`src/sync_rx_pkg.sv`:
```
// Shared constants and types for the synchronous master receive path.
// Assumes a 32-bit AHB-Lite register bus; register indices are word indices.
`default_nettype none

package sync_rx_pkg;

  // Register word indices; byte address is four times the index.
  localparam logic [7:0] IDX_PERIPHERAL_FLAG    = 8'h0c;
  localparam logic [7:0] IDX_RECEIVE_STATUS     = 8'h18;
  localparam logic [7:0] IDX_RECEIVE_FIFO_DATA  = 8'h1a;
  localparam logic [7:0] IDX_PERIPHERAL_ENABLE  = 8'h8c;
  localparam logic [7:0] IDX_TRANSMIT_STATUS    = 8'h98;
  localparam logic [7:0] IDX_BAUD_DIVISOR       = 8'h99;

  // Bit positions in the receive status/control register.
  localparam int POS_SERIAL_PORT_ENABLE      = 7;
  localparam int POS_NINE_BIT_RECEIVE_ENABLE = 6;
  localparam int POS_SINGLE_RECEIVE_ENABLE   = 5;
  localparam int POS_CONTINUOUS_RECEIVE_EN   = 4;
  localparam int POS_OVERRUN_ERROR           = 1;
  localparam int POS_RECEIVED_NINTH_BIT      = 0;

  // Bit positions in the transmit status/control register.
  localparam int POS_CLOCK_SOURCE_MASTER = 7;
  localparam int POS_TRANSMIT_ENABLE     = 5;
  localparam int POS_SYNC_MODE           = 4;

  // Receive-complete flag and its enable share one position.
  localparam int POS_RECEIVE_COMPLETE = 5;

  // Reset values.
  localparam logic [7:0] RST_BAUD_DIVISOR = 8'h00;

  // Word geometry and FIFO depth.
  localparam logic [3:0] LAST_BIT_EIGHT = 4'h7;
  localparam logic [3:0] LAST_BIT_NINE  = 4'h8;
  localparam logic [1:0] FIFO_DEPTH     = 2'h2;

  // One received word with its ninth bit.
  typedef struct packed {
    logic       ninth;
    logic [7:0] data;
  } rx_entry_t;

  // Software control bits that steer reception.
  typedef struct packed {
    logic serial_port_enable;
    logic nine_bit_receive_enable;
    logic single_receive_enable;
    logic continuous_receive_enable;
    logic clock_source_master;
    logic transmit_enable;
    logic sync_mode;
  } ctrl_t;

  // Shift clock sequencer states.
  typedef enum logic [2:0] {
    ST_IDLE = 3'b001,
    ST_HIGH = 3'b010,
    ST_LOW  = 3'b100
  } rx_state_t;

endpackage : sync_rx_pkg

`default_nettype wire

```
`src/shift_clock_divider.sv`:
```
// Baud tick generator: one tick every divisor+1 clocks, each tick a half period.
// Assumes the divisor is static while the generator runs.
`default_nettype none

module shift_clock_divider (
  input  wire logic       clk_in,
  input  wire logic       rstn_in,
  input  wire logic       hold_in,
  input  wire logic [7:0] divisor_in,
  output logic            tick_out
);

  logic [7:0] count_r;

  // Counter restarts from zero whenever held, so the first half period is full.
  always_ff @(posedge clk_in or negedge rstn_in) begin
    if (!rstn_in) begin
      count_r <= 8'h00;
    end else if (hold_in || tick_out) begin
      count_r <= 8'h00;
    end else begin
      count_r <= count_r + 8'h01;
    end
  end

  // Tick is suppressed while held.
  assign tick_out = !hold_in && (count_r == divisor_in);

endmodule : shift_clock_divider

`default_nettype wire

```
`src/sync_master_serial_receiver.sv`:
```
// Synchronous master receive path with AHB-Lite register slave and two-deep FIFO.
// Assumes a single AHB master, word transfers only, and synchronous pin inputs.
//
// The placing of the registers and the AHB-Lite slave port were chosen for this implementation.
`default_nettype none

module sync_master_serial_receiver
  import sync_rx_pkg::*;
(
  input  wire logic        clk_in,
  input  wire logic        rstn_in,
  // AHB-Lite slave.
  input  wire logic        hsel_in,
  input  wire logic [31:0] haddr_in,
  input  wire logic [1:0]  htrans_in,
  input  wire logic        hwrite_in,
  input  wire logic [2:0]  hsize_in,
  input  wire logic [31:0] hwdata_in,
  input  wire logic        hready_in,
  output logic      [31:0] hrdata_out,
  output logic             hreadyout_out,
  output logic             hresp_out,
  // Receive interrupt request.
  output logic             rx_irq_out,
  // Shift clock pin.
  output logic             serial_clock_out,
  output logic             serial_clock_oe_out,
  // Data pin and the transmitter's bit that it carries when not receiving.
  input  wire logic        serial_data_pin_in,
  output logic             serial_data_pin_out,
  output logic             serial_data_pin_oe_out,
  input  wire logic        tx_serial_bit_in
);

  ctrl_t      ctrl_r;
  logic       receive_interrupt_enable_r;
  logic [7:0] baud_divisor_r;
  logic       overrun_error_bit_r;
  rx_state_t  state_r;
  logic [3:0] bit_count_r;
  logic [8:0] receive_shift_register_r;
  rx_entry_t  fifo_r [2];
  logic       rd_ptr_r;
  logic [1:0] count_r;
  logic       clock_level_r;
  logic       data_pin_r;
  logic       rd_wait_r;
  logic [7:0] rd_idx_r;
  logic       wr_pend_r;
  logic [7:0] wr_idx_r;
  logic [31:0] rd_mux;
  logic       tick;
  logic       rx_active;
  logic       brg_hold;
  logic       last_sample;
  logic       pop;
  logic       push;
  logic       has_space;
  logic       wr_status;
  logic       receive_complete_flag;
  rx_entry_t  head;
  logic [3:0] last_bit;

  // Master mode needs port, sync and clock source; either enable arms reception.
  assign rx_active = ctrl_r.serial_port_enable && ctrl_r.sync_mode &&
                     ctrl_r.clock_source_master &&
                     (ctrl_r.single_receive_enable ||
                      ctrl_r.continuous_receive_enable);
  assign brg_hold  = !(ctrl_r.transmit_enable || ctrl_r.single_receive_enable ||
                       ctrl_r.continuous_receive_enable);
  assign last_bit  = ctrl_r.nine_bit_receive_enable ? LAST_BIT_NINE
                                                    : LAST_BIT_EIGHT;
  assign last_sample = (state_r == ST_HIGH) && tick && (bit_count_r == last_bit);

  shift_clock_divider u_div (
    .clk_in     (clk_in),
    .rstn_in    (rstn_in),
    .hold_in    (brg_hold),
    .divisor_in (baud_divisor_r),
    .tick_out   (tick)
  );

  // Bus decode: reads take one wait state so a preceding write is always visible.
  always_ff @(posedge clk_in or negedge rstn_in) begin
    if (!rstn_in) begin
      rd_wait_r <= 1'b0;
      rd_idx_r  <= 8'h00;
      wr_pend_r <= 1'b0;
      wr_idx_r  <= 8'h00;
    end else begin
      rd_wait_r <= 1'b0;
      wr_pend_r <= 1'b0;
      if (hsel_in && htrans_in[1] && hready_in) begin
        rd_wait_r <= !hwrite_in;
        wr_pend_r <= hwrite_in;
        rd_idx_r  <= haddr_in[9:2];
        wr_idx_r  <= haddr_in[9:2];
      end
    end
  end

  assign hreadyout_out = !rd_wait_r;
  assign hresp_out     = 1'b0;
  assign wr_status     = wr_pend_r && (wr_idx_r == IDX_RECEIVE_STATUS);
  assign pop           = rd_wait_r && (rd_idx_r == IDX_RECEIVE_FIFO_DATA) &&
                         (count_r != 2'h0);
  assign head          = fifo_r[rd_ptr_r];
  assign receive_complete_flag = (count_r != 2'h0);

  // Read mux; unmapped words and reserved bits read as zero.
  always_comb begin
    rd_mux = 32'h0000_0000;
    case (rd_idx_r)
      IDX_RECEIVE_STATUS: begin
        rd_mux[POS_SERIAL_PORT_ENABLE]      = ctrl_r.serial_port_enable;
        rd_mux[POS_NINE_BIT_RECEIVE_ENABLE] = ctrl_r.nine_bit_receive_enable;
        rd_mux[POS_SINGLE_RECEIVE_ENABLE]   = ctrl_r.single_receive_enable;
        rd_mux[POS_CONTINUOUS_RECEIVE_EN]   = ctrl_r.continuous_receive_enable;
        rd_mux[POS_OVERRUN_ERROR]           = overrun_error_bit_r;
        rd_mux[POS_RECEIVED_NINTH_BIT]      = receive_complete_flag && head.ninth;
      end
      IDX_TRANSMIT_STATUS: begin
        rd_mux[POS_CLOCK_SOURCE_MASTER] = ctrl_r.clock_source_master;
        rd_mux[POS_TRANSMIT_ENABLE]     = ctrl_r.transmit_enable;
        rd_mux[POS_SYNC_MODE]           = ctrl_r.sync_mode;
      end
      IDX_PERIPHERAL_FLAG:   rd_mux[POS_RECEIVE_COMPLETE] = receive_complete_flag;
      IDX_PERIPHERAL_ENABLE: rd_mux[POS_RECEIVE_COMPLETE] = receive_interrupt_enable_r;
      IDX_BAUD_DIVISOR:      rd_mux[7:0] = baud_divisor_r;
      IDX_RECEIVE_FIFO_DATA: rd_mux[7:0] = receive_complete_flag ? head.data : 8'h00;
      default:               rd_mux = 32'h0000_0000;
    endcase
  end

  // Read data register is loaded in the wait cycle and held for the data phase.
  always_ff @(posedge clk_in or negedge rstn_in) begin
    if (!rstn_in) begin
      hrdata_out <= 32'h0000_0000;
    end else if (rd_wait_r) begin
      hrdata_out <= rd_mux;
    end
  end

  // Control writes; a software write in the same cycle outranks the self-clear.
  always_ff @(posedge clk_in or negedge rstn_in) begin
    if (!rstn_in) begin
      ctrl_r <= '0;
    end else begin
      if (wr_status) begin
        ctrl_r.serial_port_enable        <= hwdata_in[POS_SERIAL_PORT_ENABLE];
        ctrl_r.nine_bit_receive_enable   <= hwdata_in[POS_NINE_BIT_RECEIVE_ENABLE];
        ctrl_r.single_receive_enable     <= hwdata_in[POS_SINGLE_RECEIVE_ENABLE];
        ctrl_r.continuous_receive_enable <= hwdata_in[POS_CONTINUOUS_RECEIVE_EN];
      end else if (last_sample && !ctrl_r.continuous_receive_enable) begin
        ctrl_r.single_receive_enable <= 1'b0;
      end
      // Transmit-side bits are separate, so their write never swallows the self-clear.
      if (wr_pend_r && (wr_idx_r == IDX_TRANSMIT_STATUS)) begin
        ctrl_r.clock_source_master <= hwdata_in[POS_CLOCK_SOURCE_MASTER];
        ctrl_r.transmit_enable     <= hwdata_in[POS_TRANSMIT_ENABLE];
        ctrl_r.sync_mode           <= hwdata_in[POS_SYNC_MODE];
      end
    end
  end

  // Interrupt enable and baud divisor.
  always_ff @(posedge clk_in or negedge rstn_in) begin
    if (!rstn_in) begin
      receive_interrupt_enable_r <= 1'b0;
      baud_divisor_r             <= RST_BAUD_DIVISOR;
    end else if (wr_pend_r) begin
      if (wr_idx_r == IDX_PERIPHERAL_ENABLE) begin
        receive_interrupt_enable_r <= hwdata_in[POS_RECEIVE_COMPLETE];
      end
      if (wr_idx_r == IDX_BAUD_DIVISOR) begin
        baud_divisor_r <= hwdata_in[7:0];
      end
    end
  end

  assign rx_irq_out = receive_complete_flag && receive_interrupt_enable_r;

  // Shift clock sequencer: idle low, rises on one tick, falls and samples on the next.
  always_ff @(posedge clk_in or negedge rstn_in) begin
    if (!rstn_in) begin
      state_r       <= ST_IDLE;
      clock_level_r <= 1'b0;
      bit_count_r   <= 4'h0;
    end else if (!rx_active) begin
      state_r       <= ST_IDLE;
      clock_level_r <= 1'b0;
      bit_count_r   <= 4'h0;
    end else if (tick) begin
      case (state_r)
        ST_IDLE, ST_LOW: begin
          state_r       <= ST_HIGH;
          clock_level_r <= 1'b1;
        end
        ST_HIGH: begin
          clock_level_r <= 1'b0;
          if (bit_count_r == last_bit) begin
            state_r     <= ST_LOW;
            bit_count_r <= 4'h0;
          end else begin
            state_r     <= ST_IDLE;
            bit_count_r <= bit_count_r + 4'h1;
          end
        end
        default: begin
          state_r       <= ST_IDLE;
          clock_level_r <= 1'b0;
        end
      endcase
    end
  end

  // Sample on the tick that drops the clock, least significant bit first.
  always_ff @(posedge clk_in or negedge rstn_in) begin
    if (!rstn_in) begin
      receive_shift_register_r <= 9'h000;
    end else if ((state_r == ST_HIGH) && tick && rx_active) begin
      receive_shift_register_r[bit_count_r] <= serial_data_pin_in;
    end
  end

  // A pop in the same cycle frees a slot, so the word is not counted as overrun.
  assign has_space = (count_r != FIFO_DEPTH) || pop;
  assign push      = last_sample && has_space && !overrun_error_bit_r;

  // Two-entry FIFO of words with their ninth bit.
  always_ff @(posedge clk_in or negedge rstn_in) begin
    if (!rstn_in) begin
      fifo_r[0] <= '0;
      fifo_r[1] <= '0;
      rd_ptr_r  <= 1'b0;
      count_r   <= 2'h0;
    end else begin
      if (push) begin
        // In eight-bit words bit 7 is still on the pin at the push edge.
        fifo_r[rd_ptr_r ^ count_r[0]].data  <= {ctrl_r.nine_bit_receive_enable ?
          receive_shift_register_r[7] : serial_data_pin_in, receive_shift_register_r[6:0]};
        fifo_r[rd_ptr_r ^ count_r[0]].ninth <=
          ctrl_r.nine_bit_receive_enable && serial_data_pin_in;
      end
      if (pop) begin
        rd_ptr_r <= !rd_ptr_r;
      end
      count_r <= count_r + {1'b0, push} - {1'b0, pop};
    end
  end

  // Overrun: sticky until the continuous enable is found clear; a word end with no FIFO space wins.
  always_ff @(posedge clk_in or negedge rstn_in) begin
    if (!rstn_in) begin
      overrun_error_bit_r <= 1'b0;
    end else if (last_sample && !has_space) begin
      overrun_error_bit_r <= 1'b1;
    end else if (!ctrl_r.continuous_receive_enable) begin
      overrun_error_bit_r <= 1'b0;
    end
  end

  // Pins: receive releases the data pin; the master keeps driving the clock.
  always_ff @(posedge clk_in or negedge rstn_in) begin
    if (!rstn_in) begin
      data_pin_r <= 1'b1;
    end else begin
      data_pin_r <= tx_serial_bit_in;
    end
  end

  assign serial_clock_out    = clock_level_r;
  assign serial_clock_oe_out = ctrl_r.serial_port_enable && ctrl_r.sync_mode &&
                               ctrl_r.clock_source_master;
  assign serial_data_pin_out    = data_pin_r;
  assign serial_data_pin_oe_out = ctrl_r.serial_port_enable && ctrl_r.sync_mode &&
                                  ctrl_r.transmit_enable &&
                                  !ctrl_r.single_receive_enable &&
                                  !ctrl_r.continuous_receive_enable;
endmodule : sync_master_serial_receiver

`default_nettype wire

```
`config.mk`:
```
export PLATFORM = sky130hd
export DESIGN_NAME = sync_master_serial_receiver
export DESIGN_NICKNAME = d
export VERILOG_FILES = /design/src/sync_rx_pkg.sv /design/src/shift_clock_divider.sv /design/src/sync_master_serial_receiver.sv
export SDC_FILE = /design/constraint.sdc
export NUM_CORES = 1
export LEC_CHECK = 0
export BUFFER_PORTS_ARGS = -buffer_cell sky130_fd_sc_hd__buf_2
export CAP_MARGIN = 25
export CORE_ASPECT_RATIO = 0.7
export CORE_UTILIZATION = 47
export DETAILED_ROUTE_END_ITERATION = 12
export PLACE_DENSITY = 0.76
export SYNTH_ARGS = -nofsm -noshare
export SYNTH_HDL_FRONTEND = slang
export SYNTH_SLANG_ARGS = --single-unit
```
`constraint.sdc`:
```
create_clock -name clk_in -period 2.25 [get_ports clk_in]
set_input_delay 0.5625 -clock clk_in [delete_from_list [all_inputs] [get_ports clk_in]]
set_output_delay 0.5625 -clock clk_in [all_outputs]
set_load 0.05 [all_outputs]
```
# [Word level (Yosys, flattened, before mapping)]
# Cells that the tools add are included.
[classes] n_addsub=4 order_cmp=5 eq_ne=15 mux=39 n_bitwise=3 reduce_logical=44
[op_table] cell="18-bit bitwise mux" count=2
[op_table] cell="9-bit two-way mux" count=4
[op_table] cell="1-bit logical AND" count=25
[op_table] cell="8-bit equality test (second input constant)" count=3
[op_table] cell="8-bit two-way mux" count=3
[op_table] cell="4-bit two-way mux" count=5
[op_table] cell="9-bit demux with 1-bit select" count=2
[op_table] cell="8-bit by 5-bit equality test with 1-bit output (second input constant)" count=2
[op_table] cell="1-bit two-way mux" count=11
[op_table] cell="9-bit bitwise mux" count=1
[op_table] cell="3-bit two-way mux" count=3
[op_table] cell="8-bit by 1-bit adder with 8-bit output (second input constant)" count=1
[op_table] cell="8-bit by 4-bit equality test with 1-bit output (second input constant)" count=1
[op_table] cell="8-bit equality test" count=1
[op_table] cell="1-bit zero test" count=8
[op_table] cell="1-bit case mux with 4 select lines" count=2
[op_table] cell="1-bit case mux with 6 select lines" count=1
[op_table] cell="2-bit case mux with 3 select lines" count=1
[op_table] cell="3-bit case mux with 2 select lines" count=1
[op_table] cell="2-bit AND reduction" count=3
[op_table] cell="1-bit logical OR" count=5
[op_table] cell="4-bit by 5-bit < comparator with 1-bit output (second input constant)" count=1
[op_table] cell="4-bit by 1-bit adder with 4-bit output (second input constant)" count=1
[op_table] cell="1-bit demux with 4-bit select" count=1
[op_table] cell="other kinds (17)" count=22
[totals] ff_bits=82 in_bits=76 output_inout_bits=39 wordCells=136

# [Logic depth before layout (Yosys ltp)]
[logic_depth] word_depth=9 ltp_mapped=11

# [By module]
# Synthesis repeated with hierarchy kept, for this count alone.
[hier_totals] cells_unflattened=353 area_unflattened_um2=4214.0
[by_module_without_submodules] mod="sync_master_serial_receiver" n_inst=1 cells_each=307 area_per_inst_um2=3689.8 seq_area_each_um2=1829.3
[by_module_without_submodules] mod="shift_clock_divider" n_inst=1 cells_each=46 area_per_inst_um2=524.3 seq_area_each_um2=200.2

# [Worst setup path before layout]
# OpenSTA, ideal clock, no wires.
[synth_timing] path_kind="reg-to-reg" from="register u_div.count_r[2]" to="register count_r[1]" setup_time_ps=123 arrival_time_ps=2340 path_slack_ps=-213 path_stages_with_launch=12 path_cell_list="dfrtp_1 xor2_1 nor4_1 and4b_1 clkbuf_1 buf_4 nand3_1 ha_1 inv_1 ha_1 xnor2_1 xnor2_1"
[synth_between] elab_chain_cells=8
[synth_rtl] element="start: declaration" line="shift_clock_divider.sv:13" rtl="logic [7:0] count_r;"
[synth_rtl] element="start signal: assignment" line="shift_clock_divider.sv:22" rtl="count_r <= count_r + 8'h01;"
[synth_rtl] element="8-bit equality test" line="shift_clock_divider.sv:27" rtl="assign tick_out = !hold_in && (count_r == divisor_in);"
[synth_rtl] element="1-bit logical AND" line="shift_clock_divider.sv:27"
[synth_rtl] element="1-bit logical AND (2 in a row)" line="sync_master_serial_receiver.sv:73" rtl="assign last_sample = (state_r == ST_HIGH) && tick && (bit_count_r == last_bit);"
[synth_rtl] element="1-bit logical AND (2 in a row)" line="sync_master_serial_receiver.sv:228" rtl="assign push = last_sample && has_space && !overrun_error_bit_r;"
[synth_rtl] element="2-bit by 1-bit adder with 2-bit output" line="sync_master_serial_receiver.sv:248" rtl="count_r <= count_r + {1'b0, push} - {1'b0, pop};"
[synth_rtl] element="2-bit by 1-bit subtractor with 2-bit output" line="sync_master_serial_receiver.sv:248"
[synth_rtl] element="end signal: assignment" line="sync_master_serial_receiver.sv:248"
[synth_rtl] element="end: declaration" line="sync_master_serial_receiver.sv:44" rtl="logic [1:0] count_r;"
# Every way passes these cells.
# A chain may end at the register's enable or synchronous reset.

# [Worst setup path after layout]
[layout_timing] from="register baud_divisor_r[0]" to="register count_r[1]"
[layout_between] elab_chain_cells=8
[layout_rtl] element="start: declaration" line="sync_master_serial_receiver.sv:37" rtl="logic [7:0] baud_divisor_r;"
[layout_rtl] element="start signal: assignment" line="sync_master_serial_receiver.sv:176" rtl="baud_divisor_r <= hwdata_in[7:0];"
[layout_rtl] element="8-bit equality test" line="shift_clock_divider.sv:27"
[layout_rtl] element="1-bit logical AND" line="shift_clock_divider.sv:27"
[layout_rtl] element="1-bit logical AND (2 in a row)" line="sync_master_serial_receiver.sv:73"
[layout_rtl] element="1-bit logical AND (2 in a row)" line="sync_master_serial_receiver.sv:228"
[layout_rtl] element="2-bit by 1-bit adder with 2-bit output" line="sync_master_serial_receiver.sv:248"
[layout_rtl] element="2-bit by 1-bit subtractor with 2-bit output" line="sync_master_serial_receiver.sv:248"
# Every way passes these cells.

==> impl_metrics.csv <==
group,metric,value,unit
job,maxCapViolations,0,
clock_tree,tritoncts,"done",
place,portBuffers,37,
synthesis,synth-main-ff-cell,"dfrtp_1",
hold_path,hold_path.class,"in2async",
drt,wl,9.497,mm
timing,worst_pin_slew,592.0,ps
drt,drcViolationCount,0,
setup_path,reg2regPathDepth,9,
setup_path,path_class,"reg2reg",
drt,postRouteAntennaNets,0,
run_status,status,"complete, no violations",
setup_path,cp-start-kind,"flop",
timing,max_slew_margin,60.27,%
die,initial_utilization,48.50,%
timing,rsz0062_at_grt,"yes",
power,p_leak,0.002299,µW
drt,dr.pass1.iters,5,
synthesis,syn_avg_cell_area,11.54,µm²
setup_path,cp_max_fo,3,
grt,grt_pass1_wl,15.02,mm
finish,n_antenna_cell,0,
timing,final.period_utilization,97.73,%
setup_path,crit_required,2480,ps
die,rows,28,
die,io_pins,115,
die,die_x,113.6,µm
timing,max_clock_freq,0.4548,GHz
synthesis,ys_ff_latch,81,
grt,antenna_found_initial,0,
timing,maxSlewViolCount,0,
finish,fill_cells,671,
synthesis,synth-edff-count,0,
synthesis,async_flop_share,100.0,%
clock_tree,htree_levels,3,
drt,drtIter0Drc,249,
die,die_y,80.10,µm
power,peakVddDrop,0.5720,mV
place,dp_hpwl,6.765,mm
die,die-area,9096,µm²
clock_tree,clockBufferDepth,2,
finish,ff_latch_area,2029,µm²
synthesis,ys_types,54,
clock_tree,insertion_delay,340,ps
synthesis,yosys_warnings,0,
drt,wl_per_cell,17.17,µm
finish,area_delta_synth_final,22.79,%
grt,grt_util_all_layers,22.13,%
timing,setup_violations,0,
place,gp_congestion,0.9108,
clock_tree,path_clk_slew,60,ps
finish,multi_input_area,1966,µm²
setup_path,crit_path_end_kind,"flop",
timing,tns,0,ps
grt,grt_max_degree,45,
timing,hold_viol,0,
drt,avgViaCountPerCell,5.439,
clock_tree,numCtsBuffers,9,
setup_path,crit_arrival,2430,ps
synthesis,synth_seq_area_share,49.56,%
drt,vias,3008,
grt,grt-ovfl-total,0,
finish,fin_util,59.56,%
power,cellPowerDensity,841.9,nW/µm²
clock_tree,clock-sinks,81,
synthesis,syn_inst,355,
grt,grt_pass1_vias,2944,
finish,num-nets-final,511,
clock_tree,cts-root-buf,"clkbuf_16",
synthesis,syn_area,4095,µm²
die,core_area,8443,µm²
finish,final_layout_size_suffix_gt1_share,37.41,%
timing,min_period,2199,ps
timing,fin_skew,9.177,ps
path summary, 6_finish.rpt:
kind,startpoint,to,slack (ps)
min,rstn_in,baud_divisor_r[2],200
min reg2reg,hrdata_out[4],hrdata_out[4],490
min in group clk_in,tx_serial_bit_in,serial_data_pin_out,330
max reg2reg,baud_divisor_r[0],count_r[1],50
max in group asynchronous,rstn_in,receive_shift_register_r[0],1450
max,baud_divisor_r[0],count_r[1],50
worst max-delay path: stages (launching register included):
cell	delay [ps]
dfrtp_1	390
xor2_1	190
nor4_4	340
and4b_2	320
nand3_2	110
ha_4	290
inv_2	40
ha_4	150
xnor2_2	130
xnor2_1	130
registers in the layout, summed over array words and instances, names as in the netlist, 4 cells and up:
| name | flops |
|---|---|
| hrdata_out | 8 |
| bit_count_r | 4 |
| wr_idx_r | 8 |
| baud_divisor_r | 8 |
| u_div.count_r | 8 |
| receive_shift_register_r | 8 |
| fifo_r | 18 |
| ctrl_r | 7 |
per-layer routing:
metal | up-vias | track usage (%) | routed length [µm]
li1 | 1376 | - | -
met1 | 1490 | 31.17 | 4411
met4 | 0 | 5.789 | 126
met5 | - | 0 | 0
met3 | 13 | 6.491 | 651
met2 | 129 | 33.29 | 4307
cell usage in the layout (no fill, tap or decap), types with 3 or more instances in the layout:
master	count
and3_1	6
nand4_1	8
inv_1	7
xnor2_1	3
mux2_2	52
mux2i_1	6
and2_1	4
nor2b_1	4
buf_4	36
bufinv_16	3
a22oi_1	3
a21oi_1	9
nand2b_1	3
nor2_1	28
ha_1	5
buf_12	3
conb_1	25
dfrtp_1	79
nand3_1	11
clkbuf_16	9
nor3_1	4
o32ai_1	3
nand2_1	11
o31ai_1	4
a221oi_1	3
xor2_1	14
a32oi_1	4
o21ai_0	3
buf_2	36
where the power goes:
group          total [µW]  switching, µW  internal [µW]
registers            1700            103           1590
logic                 859            520            339
clock network        1680            593           1090
total                4230           1220           3020
repair_timing:
| item | 4_1_cts | 5_1_grt |
|---|---|---|
| cloned | 0 | 0 |
| setup endpoints to repair | 6 | 20 |
| gates resized for setup | 8 | 4 |
| hold buffers | 0 | 0 |
| setup buffers | 1 | 2 |
| pin swaps | 6 | 7 |
cell families after synthesis:
| kind of cell | count (synthesis) | share of synthesized area (%) |
|---|---|---|
| xor gates and xnor gates | 19 | 4.064 |
| muxes | 61 | 16.87 |
| DFF | 81 | 49.56 |
| adders and majority gates | 7 | 2.139 |
| other | 1 | 0.09157 |
| AOI/OAI and AO/OA | 41 | 7.119 |
| and+or+nand+nor | 100 | 13.47 |
| buffers and inverters | 45 | 6.691 |
cells in the mapped netlist, drive strengths merged (4+ instances only):
master / count / area share (%)
o21ai: 4 / 0.49
and2: 4 / 0.61
clkbuf: 5 / 0.46
xor2: 15 / 3.2
nand4: 8 / 1.2
mux2: 54 / 15
nor4: 5 / 1.1
and3: 6 / 0.92
nand2: 12 / 1.1
nand3: 12 / 1.5
nor2b: 4 / 0.61
xnor2: 4 / 0.86
o31ai: 4 / 0.73
inv: 8 / 0.73
mux2i: 6 / 1.5
buf: 32 / 5.5
ha: 7 / 2.1
a21oi: 9 / 1.1
nor3: 4 / 0.49
nor2: 28 / 2.6
a32oi: 4 / 0.86
dfrtp: 79 / 48
area by class of cell:
cell class	count	share of cell area, %
Clock inverter	7	2.339
Timing Repair Buffer	75	10.15
Inverter	8	0.5972
Sequential cell	81	40.36
Multi-Input combinational cell	253	39.09
Tap cell	120	2.986
Clock buffer	9	4.479
stage by stage:
step | hold slack (ps) | worst slack, ps | instance area, µm² | total power, µW | std cells
2_1_floorplan | 266.9 | -52.72 | 4212 | 2265 | 379
3_3_place_gp | 465.9 | -2.343 | 4592 | 2487 | 534
3_5_place_dp | 479.8 | -30.88 | 4592 | 2522 | 534
5_1_grt | 236.5 | -61.39 | 5029 | 4399 | 553
6_report | 197.5 | 51.06 | 5029 | 4234 | 553
4_1_cts | 210.4 | 11.69 | 4989 | 4222 | 551
Power figures use the tool's default switching activity.
